--- src/verilog/qsel_defines.svh ---
// Purpose: offsets, field positions, reset values and sizes for the read-select block
// Assumes: sys_clk at 200 MHz
// Notes:   included by the cfg_chain and queue_read_select design modules
`ifndef QSEL_DEFINES_SVH
`define QSEL_DEFINES_SVH

`define QSEL_QUEUE_LO      0
`define QSEL_QUEUE_HI      1
`define QSEL_NULL_BIT      2
`define QSEL_DEV_LO        3
`define QSEL_DEV_HI        5
`define QSEL_NUM_QUEUES    4
`define QSEL_NUM_DEVICES   8
`define QSEL_CFG_BITS      16
`define QSEL_PAE_RESET     4'hF
`define QSEL_FIFO_DEPTH    8

`endif

--- src/verilog/qsel_pkg.sv ---
// Purpose: shared types for the read-select and configuration chain block
// Assumes: nothing beyond the defines header
// Notes:   types only; numbers live in the defines header
package qsel_pkg;
	typedef enum logic [2:0] {
		CFG_WAIT  = 3'b001,
		CFG_SHIFT = 3'b010,
		CFG_DONE  = 3'b100
	} cfg_state_type;

	typedef enum logic [1:0] {
		FLAG_DIRECT = 2'b01,
		FLAG_POLLED = 2'b10
	} flag_mode_type;
endpackage

--- src/verilog/word_fifo.sv ---
// Purpose: small synchronous FIFO with valid/ready on both sides
// Assumes: one clock, synchronous active-low reset
// Notes:   read data is combinational from the head slot (fall-through)
`timescale 1ns/1ps
module word_fifo #(
	parameter int WIDTH = 18,
	parameter int DEPTH = 8
) (
	input  wire logic             sys_clk,
	input  wire logic             reset_n,
	input  wire logic             flush,
	input  wire logic [WIDTH-1:0] inData,
	input  wire logic             inValid,
	output logic                  inReady,
	output logic      [WIDTH-1:0] outData,
	output logic                  outValid,
	input  wire logic             outReady
);
	localparam int AW = $clog2(DEPTH);

	logic [WIDTH-1:0] mem [DEPTH];
	logic [AW-1:0]    wrPtr_q;
	logic [AW-1:0]    rdPtr_q;
	logic [AW:0]      count_q;

	wire doWrite = inValid && inReady;
	wire doRead  = outValid && outReady;

	assign inReady  = (count_q != (AW+1)'(DEPTH));
	assign outValid = (count_q != '0);
	assign outData  = mem[rdPtr_q];

	function automatic logic [AW-1:0] nextPtr(input logic [AW-1:0] p);
		nextPtr = (p == AW'(DEPTH - 1)) ? '0 : p + 1'b1;
	endfunction

	always_ff @(posedge sys_clk) begin
		if (doWrite) begin
			mem[wrPtr_q] <= inData;
		end
	end

	always_ff @(posedge sys_clk) begin
		if (!reset_n || flush) begin
			wrPtr_q <= '0;
			rdPtr_q <= '0;
			count_q <= '0;
		end else begin
			if (doWrite) begin
				wrPtr_q <= nextPtr(wrPtr_q);
			end
			if (doRead) begin
				rdPtr_q <= nextPtr(rdPtr_q);
			end
			count_q <= count_q + (AW+1)'(doWrite) - (AW+1)'(doRead);
		end
	end
endmodule

--- src/verilog/cfg_chain.sv ---
// Purpose: serial configuration shift chain with enable pass-through
// Assumes: serial clock, data and chain enable arrive as pins and are synchronised here
// Notes:   configuration bits shift in on serial-clock rising edges seen in sys_clk
`timescale 1ns/1ps
`include "qsel_defines.svh"
module cfg_chain
	import qsel_pkg::*;
#(
	parameter int CFG_BITS = `QSEL_CFG_BITS
) (
	input  wire logic                sys_clk,
	input  wire logic                reset_n,
	input  wire logic                serialMode,
	input  wire logic                serialClk,
	input  wire logic                serialIn,
	input  wire logic                chainEnableInN,
	output logic                     chainEnableOutN,
	output logic                     serialOut,
	output logic                     cfgDone,
	output logic      [CFG_BITS-1:0] cfgWord
);
	logic [2:0]          sclkSync_q;
	logic [1:0]          sdiSync_q;
	logic [1:0]          senSync_q;
	logic [CFG_BITS-1:0] shift_q;
	logic [$clog2(CFG_BITS+1)-1:0] bitCount_q;
	cfg_state_type       state_q;
	cfg_state_type       state_d;

	// only the second and third stages feed logic; the first is a pure synchroniser
	wire sclkRise = sclkSync_q[1] && !sclkSync_q[2];
	wire senLow   = !senSync_q[1];
	wire capture  = (state_q == CFG_SHIFT) && sclkRise && senLow;
	wire lastBit  = (bitCount_q == ($clog2(CFG_BITS+1))'(CFG_BITS - 1));

	always_comb begin
		state_d = state_q;
		case (state_q)
			CFG_WAIT:  state_d = serialMode ? CFG_SHIFT : CFG_DONE;
			CFG_SHIFT: if (capture && lastBit) begin
				state_d = CFG_DONE;
			end
			CFG_DONE:  state_d = CFG_DONE;
			default:   state_d = CFG_WAIT;
		endcase
	end

	always_ff @(posedge sys_clk) begin
		if (!reset_n) begin
			sclkSync_q <= '0;
			sdiSync_q  <= '0;
			senSync_q  <= 2'b11;
		end else begin
			sclkSync_q <= {sclkSync_q[1:0], serialClk};
			sdiSync_q  <= {sdiSync_q[0], serialIn};
			senSync_q  <= {senSync_q[0], chainEnableInN};
		end
	end

	always_ff @(posedge sys_clk) begin
		if (!reset_n) begin
			state_q         <= CFG_WAIT;
			shift_q         <= '0;
			bitCount_q      <= '0;
			chainEnableOutN <= 1'b1;
			serialOut       <= 1'b0;
			cfgDone         <= 1'b0;
			cfgWord         <= '0;
		end else begin
			state_q <= state_d;
			if (capture) begin
				shift_q    <= {shift_q[CFG_BITS-2:0], sdiSync_q[1]};
				bitCount_q <= bitCount_q + 1'b1;
			end
			if (state_q == CFG_SHIFT && state_d == CFG_DONE) begin
				cfgWord <= {shift_q[CFG_BITS-2:0], sdiSync_q[1]};
			end
			cfgDone <= (state_q == CFG_DONE);
			// held high until done, then follows the input enable
			chainEnableOutN <= (state_q == CFG_DONE) ? senSync_q[1] : 1'b1;
			// once loaded, serial data passes straight on to the next device
			serialOut <= (state_q == CFG_DONE) ? sdiSync_q[1] : 1'b0;
		end
	end
endmodule

--- src/verilog/queue_read_select.sv ---
// Purpose: read-port queue selection, almost-empty status selection and config gating
// Assumes: host select, strobe and read-enable pins arrive asynchronously and pass two flip-flops; queue data arrives
//          from on-chip queue storage on sys_clk
// Notes:   the read clock of the device is sys_clk; the serial clock is sampled
`timescale 1ns/1ps
`include "qsel_defines.svh"
module queue_read_select
	import qsel_pkg::*;
#(
	parameter int WIDTH     = 18,
	parameter int NQ        = `QSEL_NUM_QUEUES,
	parameter int FIFO_DEPTH = `QSEL_FIFO_DEPTH,
	parameter int CFG_BITS  = `QSEL_CFG_BITS,
	parameter logic [2:0] DEVICE_ID = 3'h0
) (
	input  wire logic                 sys_clk,
	input  wire logic                 reset_n,
	input  wire logic [5:0]           queueSelectBus,
	input  wire logic                 queueSelectStrobe,
	input  wire logic                 flagDeviceStrobe,
	input  wire logic                 readEnableN,
	input  wire logic                 serialMode,
	input  wire logic                 polledFlagMode,
	input  wire logic                 configShiftClk,
	input  wire logic                 serialIn,
	input  wire logic                 chainEnableInput,
	output logic                      chainEnableOutput,
	output logic                      serialOut,
	input  wire logic [NQ*WIDTH-1:0]  queueData,
	input  wire logic [NQ-1:0]        queueValid,
	output logic      [NQ-1:0]        queueTake,
	input  wire logic [NQ-1:0]        queueAlmostEmptyN,
	output logic      [WIDTH-1:0]     outputWordBus,
	output logic                      outputValid,
	output logic      [NQ-1:0]        almostEmptyStatusBus,
	output logic                      almostEmptyStatusEnable,
	output logic                      configDone
);
	logic [5:0]       selSync1_q;
	logic [5:0]       selSync2_q;
	logic [2:0]       strbSync1_q;
	logic [2:0]       strbSync2_q;
	logic [2:0]       curQueue_q;
	logic             ready_q;
	logic [1:0]       changeAge_q;
	logic [2:0]       flagDev_q;
	logic [2:0]       pollDev_q;
	logic             cfgDone;
	logic             senoN;
	logic [WIDTH-1:0] fifoOutData;
	logic             fifoOutValid;
	logic             fifoInReady;

	wire [5:0] selBus  = selSync2_q;
	wire       selStrb = strbSync2_q[0];
	wire       devStrb = strbSync2_q[1];
	wire       renN    = strbSync2_q[2];

	function automatic logic isRealQueue(input logic [2:0] q);
		isRealQueue = !q[`QSEL_NULL_BIT];
	endfunction

	function automatic logic [WIDTH-1:0] queueWord(input logic [NQ*WIDTH-1:0] d, input logic [1:0] q);
		queueWord = d[q*WIDTH +: WIDTH];
	endfunction

	// normal operation starts when the chain enable output falls and then stays on,
	// so raising the chain input again later does not stop the queues
	wire ready = ready_q || (cfgDone && !senoN);
	// the host must hold off the strobe until ready; a stray early strobe is dropped
	wire takeSel  = ready && selStrb && !devStrb;
	wire takeDev  = ready && devStrb && !selStrb;
	wire matchSel = (selBus[`QSEL_DEV_HI:`QSEL_DEV_LO] == DEVICE_ID);
	wire [2:0] newQueue = matchSel ? selBus[2:0] : 3'b100;

	wire [1:0] curIdx    = curQueue_q[1:0];
	// queueTake lags the fill by a clock, so a queue just taken is skipped for one clock
	// to avoid buffering the same word twice; this halves the prefetch rate
	wire       curValid  = isRealQueue(curQueue_q) && queueValid[curIdx] && !queueTake[curIdx];
	// no prefetch inside the switch window, so no new-queue word is taken and then flushed
	wire       fillFifo  = ready && curValid && fifoInReady && (changeAge_q == 2'd0);
	// second edge after a select: the new queue's head word falls through, read enable or not
	wire       bypass    = ready && curValid && (changeAge_q == 2'd1);
	wire       flushFifo = (changeAge_q == 2'd1);
	// first edge after a select: a buffered old-queue word goes out regardless of read enable
	wire       readWord  = fifoOutValid && (!renN || (changeAge_q == 2'd2));

	word_fifo #(
		.WIDTH (WIDTH),
		.DEPTH (FIFO_DEPTH)
	) u_fifo (
		.sys_clk  (sys_clk),
		.reset_n  (reset_n),
		.flush    (flushFifo),
		.inData   (queueWord(queueData, curIdx)),
		.inValid  (fillFifo),
		.inReady  (fifoInReady),
		.outData  (fifoOutData),
		.outValid (fifoOutValid),
		.outReady (readWord)
	);

	cfg_chain #(
		.CFG_BITS (CFG_BITS)
	) u_cfg (
		.sys_clk         (sys_clk),
		.reset_n         (reset_n),
		.serialMode      (serialMode),
		.serialClk       (configShiftClk),
		.serialIn        (serialIn),
		.chainEnableInN  (chainEnableInput),
		.chainEnableOutN (senoN),
		.serialOut       (serialOut),
		.cfgDone         (cfgDone),
		.cfgWord         ()
	);

	always_ff @(posedge sys_clk) begin
		if (!reset_n) begin
			ready_q <= 1'b0;
		end else if (cfgDone && !senoN) begin
			ready_q <= 1'b1;
		end
	end

	always_ff @(posedge sys_clk) begin
		if (!reset_n) begin
			selSync1_q  <= '0;
			selSync2_q  <= '0;
			strbSync1_q <= 3'b100;
			strbSync2_q <= 3'b100;
		end else begin
			selSync1_q  <= queueSelectBus;
			selSync2_q  <= selSync1_q;
			strbSync1_q <= {readEnableN, flagDeviceStrobe, queueSelectStrobe};
			strbSync2_q <= strbSync1_q;
		end
	end

	always_ff @(posedge sys_clk) begin
		if (!reset_n) begin
			curQueue_q  <= 3'b100;
			changeAge_q <= 2'd0;
		end else if (takeSel) begin
			curQueue_q  <= newQueue;
			changeAge_q <= 2'd2;
		end else if (changeAge_q != 2'd0) begin
			changeAge_q <= changeAge_q - 2'd1;
		end
	end

	always_ff @(posedge sys_clk) begin
		if (!reset_n) begin
			flagDev_q <= '0;
			pollDev_q <= '0;
		end else begin
			if (takeDev) begin
				flagDev_q <= selBus[`QSEL_DEV_HI:`QSEL_DEV_LO];
			end
			// polled mode steps through all devices every clock, no read enable needed
			if (ready) begin
				pollDev_q <= pollDev_q + 3'd1;
			end
		end
	end

	wire [2:0] statusDev = polledFlagMode ? pollDev_q : flagDev_q;

	always_ff @(posedge sys_clk) begin
		if (!reset_n) begin
			outputWordBus           <= '0;
			outputValid             <= 1'b0;
			queueTake               <= '0;
			almostEmptyStatusBus    <= NQ'(`QSEL_PAE_RESET);
			almostEmptyStatusEnable <= 1'b0;
			chainEnableOutput       <= 1'b1;
			configDone              <= 1'b0;
		end else begin
			if (bypass) begin
				outputWordBus <= queueWord(queueData, curIdx);
			end else if (readWord) begin
				outputWordBus <= fifoOutData;
			end
			outputValid             <= readWord || bypass;
			queueTake               <= (fillFifo || bypass) ? (NQ'(1) << curIdx) : '0;
			// only the addressed device raises the status enable; the status bus carries queueAlmostEmptyN whenever ready
			almostEmptyStatusEnable <= ready && (statusDev == DEVICE_ID);
			almostEmptyStatusBus    <= ready ? queueAlmostEmptyN : NQ'(`QSEL_PAE_RESET);
			chainEnableOutput       <= senoN;
			configDone              <= ready;
		end
	end
endmodule

--- config.mk ---
export PLATFORM = sky130hd
export DESIGN_NAME = queue_read_select
export DESIGN_NICKNAME = d
export VERILOG_FILES = /design/src/verilog/qsel_pkg.sv /design/src/verilog/word_fifo.sv /design/src/verilog/cfg_chain.sv /design/src/verilog/queue_read_select.sv
export VERILOG_INCLUDE_DIRS = /design/src /design/src/verilog
export SDC_FILE = /design/constraint.sdc
export NUM_CORES = 1
export LEC_CHECK = 0
export ABC_CLOCK_PERIOD_IN_PS = 7700
export BUFFER_PORTS_ARGS = -buffer_cell sky130_fd_sc_hd__clkbuf_2
export CAP_MARGIN = 10
export CORE_MARGIN = 4
export CORE_UTILIZATION = 25
export CTS_BUF_LIST = sky130_fd_sc_hd__clkbuf_8 sky130_fd_sc_hd__clkbuf_16
export DETAILED_ROUTE_END_ITERATION = 12
export GPL_TIMING_DRIVEN = 0
export PLACE_DENSITY_LB_ADDON = 0.08
export REMOVE_ABC_BUFFERS = 1
export SYNTH_ARGS = -nofsm -noshare
export SYNTH_HDL_FRONTEND = slang
export SYNTH_HIERARCHICAL = 1
export SYNTH_SLANG_ARGS = --single-unit
--- constraint.sdc ---
create_clock -name sys_clk -period 7.7 [get_ports sys_clk]
set_input_delay 0.77 -clock sys_clk [delete_from_list [all_inputs] [get_ports sys_clk]]
set_output_delay 0.77 -clock sys_clk [all_outputs]
set_load 0.01 [all_outputs]
**After elaboration in Yosys (flattened, before gate mapping)**

Memory sizes are Yosys's and may differ from the RTL's. A register that Yosys moved wholly into a read port is not among the register bits.
Cells that the tools add are included.

- $add $sub $neg: 7
- $mul: 1
- Magnitude comparators: 1
- Equal/unequal tests: 10
- Shifts and indexed selects: 2
- Muxes and demuxes: 19
- Bitwise logic cells: 1
- Reductions and logical operators: 44

Operators with widths:

| operator | number |
|---|---|
| indexed part select 72 x 8 -> 18 bit | 1 |
| two-way mux 18 bit | 2 |
| two-way mux 3 bit | 8 |
| logical AND 1 bit | 19 |
| adder 3 x 1 -> 3 bit, second input constant | 3 |
| equality test 3 bit, second input constant | 3 |
| logical NOT 1 bit | 9 |
| case mux 3 bit (3 select lines) | 1 |
| logical NOT 3 bit | 2 |
| multiplier 2 x 4 -> 6 bit, second input constant | 1 |
| AND reduction 2 bit | 3 |
| nonzero test 2 bit | 3 |
| adder 5 x 1 -> 5 bit, second input constant | 1 |
| equality test 5 x 4 -> 1 bit, second input constant | 1 |
| logical OR 1 bit | 5 |
| adder 4 x 1 -> 4 bit | 1 |
| binary-select mux 1 bit (select 2 bit) | 2 |
| two-way mux 1 bit | 4 |
| two-way mux 2 bit | 2 |
| != test 4 bit, second input constant | 1 |
| nonzero test 4 bit | 1 |
| << shifter 1 x 2 -> 4 bit, first input constant | 1 |
| subtractor 4 x 1 -> 4 bit | 1 |
| equality test 3 x 1 -> 1 bit, second input constant | 1 |
| other kinds (9) | 9 |

- Register bits: 88
- Memory bits (writable): 144
- Input port bits: 96
- Output and inout port bits: 31
- Logic and storage cells: 114
- Memories: 1

Memories:

| name | words | width | read ports | clocked after Yosys merged registers in | wr ports | line | RTL |
|---|---|---|---|---|---|---|---|
| u_fifo.mem | 8 | 18 | 1 | 1 | 1 | word_fifo.sv:21 | `logic [WIDTH-1:0] mem [DEPTH];` |

**Logic depth before layout (Yosys ltp)**

- Depth after elaboration: 10
- Gate-level depth with buffers: 14
- Mapped depth without buffers: 13

**By module**

The synthesis kept the hierarchy.

By module, submodules not included:

| module | times used | cells each | area an instance (sq um) | sequential area each (sq um) |
|---|---|---|---|---|
| word_fifo | 1 | 286 | 6248.5 | 4584.4 |
| queue_read_select | 1 | 245 | 2767.7 | 1201.2 |
| cfg_chain | 1 | 209 | 1893.1 | 980.9 |

**Worst setup path before layout**

Ideal clock, no wire load.

- Path kind: input-to-reg
- Start point: input port queueValid[0]
- End point: memory u_fifo.mem[0][0], enable pin
- Setup time: 0.439 ns
- Arrival time: 3.482 ns
- Data required time: 7.261 ns
- Slack: 3.779 ns
- Cell stages on the path: 6
- Path buffers: 0
- Cell sequence: nor2b_1 -> mux4_2 -> nand2b_1 -> nor3b_1 -> nand2_2 -> nor4_1

- Cells in the longest elaborated chain, start to end: 10

Ends and longest elaborated chain:

| what | line | RTL |
|---|---|---|
| start: declaration | queue_read_select.sv:30 | `input wire logic [NQ-1:0] queueValid,` |
| binary-select mux 1 bit (select 2 bit) | queue_read_select.sv:79 | `wire curValid = isRealQueue(curQueue_q) && queueValid[curIdx] && !queueTake[curIdx];` |
| two-way mux 1 bit (implied by the code) | queue_read_select.sv:79 |  |
| logical AND 1 bit (2 in series) | queue_read_select.sv:79 |  |
| logical AND 1 bit (3 in series) | queue_read_select.sv:81 | `wire fillFifo = ready && curValid && fifoInReady && (changeAge_q == 2'd0);` |
| net fillFifo | queue_read_select.sv:81 |  |
| logical AND 1 bit | word_fifo.sv:26 | `wire doWrite = inValid && inReady;` |
| two-way mux 1 bit | word_fifo.sv:38 | `if (doWrite) begin` |
| two-way mux 1 bit (implied by the code) | word_fifo.sv:39 | `mem[wrPtr_q] <= inData;` |
| end: declaration | word_fifo.sv:21 |  |

The timed path passes the listed nets, and every way through them passes these cells. The select of a mux whose other input is x is not followed.

**Final worst setup path**

- Start point: register u_cfg.cfgDone
- End point: register u_fifo.count_q[2]

- Cells in the longest elaborated chain, start to end: 8

Ends and longest elaborated chain:

| what | line | RTL |
|---|---|---|
| start: declaration | cfg_chain.sv:19 | `output logic cfgDone,` |
| start signal: assignment | cfg_chain.sv:78 | `cfgDone <= (state_q == CFG_DONE);` |
| logical AND 1 bit | queue_read_select.sv:69 | `wire ready = ready_q \|\| (cfgDone && !senoN);` |
| logical OR 1 bit | queue_read_select.sv:69 |  |
| logical AND 1 bit (3 in series) | queue_read_select.sv:81 |  |
| net fillFifo | queue_read_select.sv:81 |  |
| logical AND 1 bit | word_fifo.sv:26 |  |
| adder 4 x 1 -> 4 bit | word_fifo.sv:55 | `count_q <= count_q + (AW+1)'(doWrite) - (AW+1)'(doRead);` |
| subtractor 4 x 1 -> 4 bit | word_fifo.sv:55 |  |
| end signal: assignment | word_fifo.sv:55 |  |
| end: declaration | word_fifo.sv:24 | `logic [AW:0] count_q;` |

The timed path passes the listed nets, and every way through them passes these cells.
A chain may end at the register's enable or synchronous reset.

==> impl_metrics.toml <==
[run_status]
status = "finished clean"

[logic_synthesis]
synth.cell_area_sq_um = 9760
yosysWarnings = 6
syn_inst = 610
avgSynthCellArea_sq_um = 16.0

[clock_network]
hold_buffers = 0
post_cts_buffers = 0
cts_tree = "yes"
ctsLongestPathBuffers = 3
insertion_delay_ns = 0.52
clock-sinks = 235
cts_resized = 0
path_clk_slew_ns = 0.06
numCtsBuffers = 27
ctsRootBufferMaster = "clkbuf_16"
htreeDepth = 1

[setup_path]
critPathMaxFanout = 11
cpPeakStageDelay_ns = 0.65
r2r_slack_ns = 4.04
worstPathCellList = "nor2b_1 > o21ai_0 > nand2b_1 > nor3b_1 > nand2_2 > ha_1 > inv_1 > ha_1 > fa_1 > xor2_1 > and2_1"
crit_path_top_delay_cell = "nor2b_1"
r2r-end = "u_fifo/count_q[2]$_SDFF_PP0_"
worstSetupEndpointType = "flip-flop"
crit_type = "flip-flop to flip-flop"
required_ns = 8.12
r2r-start = "u_cfg/cfgDone$_SDFF_PN0_"
reg2reg_depth = 11
path_delay_family = "simple AND/OR/NAND/NOR gates"
path_buf_inv = 1
crit_path_start_kind = "flip-flop"
crit_top_cell = "ha_1"
cp-startpoint = "u_cfg/cfgDone$_SDFF_PN0_"
critical_path_depth = 11
cp-endpoint = "u_fifo/count_q[2]$_SDFF_PP0_"
worstPathArrival_ns = 4.08

[sta]
max_freq_mhz = 273
final.min_clock_period_ns = 3.66
setup_viol = 0
tns_ns = 0
post-route-period-util_pct = 47.5
finalMaxSlewViolations = 0
worst_pin_slew_ns = 0.988
rsz0062_at_grt = "false"
clock_skew_ns = 0.00759
hold_viol_final = 0
maxSlewHeadroom_pct = 34.0

[finish]
nFillCells = 3840
drive_gt1_share_pct = 33.6
area_growth_pct = 22.9
multiInputGateArea_sq_um = 3360
antenna_cells = 0
finalInstanceArea_sq_um = 12000
finalNetCount = 846
seq_area_sq_um = 6150

[floorplan]
die-width_um = 206
fp.dieH_um = 206
rows = 72
ioPinCount = 127
core-area_sq_um = 38600
initial_utilization_pct = 25.3
dieArea_sq_um = 42300

[global_routing]
grt_pass1_vias = 6064
grt_max_degree = 38
antenna_found_initial = 0
grt_pass1_wl_um = 37100
overflow = 0
grt.total_usage_pct = 11.7

[routing]
vias_per_cell = 4.43
wl_met3_um = 1050
detail-route-antenna-nets = 0
wl_met1_um = 11300
routed_wl_um = 24700
dr_wl_met2_um = 11800
drt-pass1-iter-count = 4
wl_per_cell_um = 19.4
vias = 5638
drc = 0
first_iter_violations = 234
top_layer = "met4"

[placed_design]
post-dp-hpwl_um = 16200
io_buffers = 126
placed_area_sq_um = 11100
gp_congestion = 0.692

[pwr]
p_per_area_nw_per_um2 = 224
p_leak_nw = 4.22
vdd_drop_max_v = 0.000148

[min_path]
hold_class = "flip-flop to flip-flop"
min_path_cells = 1

[run]
cap_violations = 0
==> routing by layer <==
metal / vias to the layer above / GRT usage, %
li1: 2623 / -
met1: 2846 / 15.9
met2: 135 / 19.7
met3: 34 / 1.95
met4: 0 / 2.56
met5: - / 0
==> per-stage QoR <==
stage | hold slack [ns] | util, % | power, W | worst slack, ns | std cells
floorplan | 0.386 | - | 0.00140 | 3.40 | 565
global placement | 0.400 | 27.9 | 0.00144 | 0.000886 | 1209
detailed placement | 0.404 | 28.7 | 0.00145 | 4.02 | 1225
CTS | 0.404 | 31.0 | 0.00273 | 4.00 | 1274
global route | 0.422 | 31.0 | 0.00279 | 3.80 | 1274
finish | 0.414 | 31.0 | 0.00268 | 4.04 | 1274
==> report_power, final <==
| part | internal, W | leakage (nW) | switching [W] |
|---|---|---|---|
| clock network | 0.000772 | 0.467 | 0.000494 |
| registers | 0.00134 | 2.04 | 0.00000612 |
| logic | 0.0000333 | 1.72 | 0.0000361 |
==> layout by cell type, fill, tap and decap left out, drive strengths merged, types with 6 or more instances in the layout <==
master    n
clkbuf  165
edfxtp  144
dfxtp    91
mux4     56
mux2i    28
and2     25
nor3     25
nand2    20
a211oi   19
mux2     18
inv      17
buf      16
nand2b   15
nor2     14
ha       13
o21ai    12
a21oi    11
nor2b    10
nor3b     7
clkinv    6
==> sequential cells by signal (all words and copies together), names as in the netlist, 4 cells and up, named ones only <==
signal,count
almostEmptyStatusBus,4
outputWordBus,18
queueTake,4
selBus,6
selSync1_q,6
u_cfg/bitCount_q,5
u_fifo/count_q,4
u_fifo/mem,144
==> worst min path at each step <==
stage,from,end,slack [ns]
after floorplan,strbSync1_q[2]$_SDFF_PN1_,strbSync2_q[2]$_SDFF_PN1_,0.39
after CTS,readEnableN,strbSync1_q[2]$_SDFF_PN1_,0.40
after global routing,readEnableN,strbSync1_q[2]$_SDFF_PN1_,0.42
after global placement,u_cfg/senSync_q[0]$_SDFF_PN1_,u_cfg/senSync_q[1]$_SDFF_PN1_,0.40
after detailed placement,u_cfg/senSync_q[0]$_SDFF_PN1_,u_cfg/senSync_q[1]$_SDFF_PN1_,0.40
final,u_cfg/senSync_q[0]$_SDFF_PN1_,u_cfg/senSync_q[1]$_SDFF_PN1_,0.41
==> cell type report <==
type,instances,share of cell area [%]
Tap cell,518,5.40
Clock inverter,10,0.396
Multi-Input combinational cell,316,28.0
Inverter,14,0.459
Sequential cell,235,51.3
Clock buffer,39,7.20
Timing Repair Buffer,142,7.22
(Power assumes the default switching activity.)
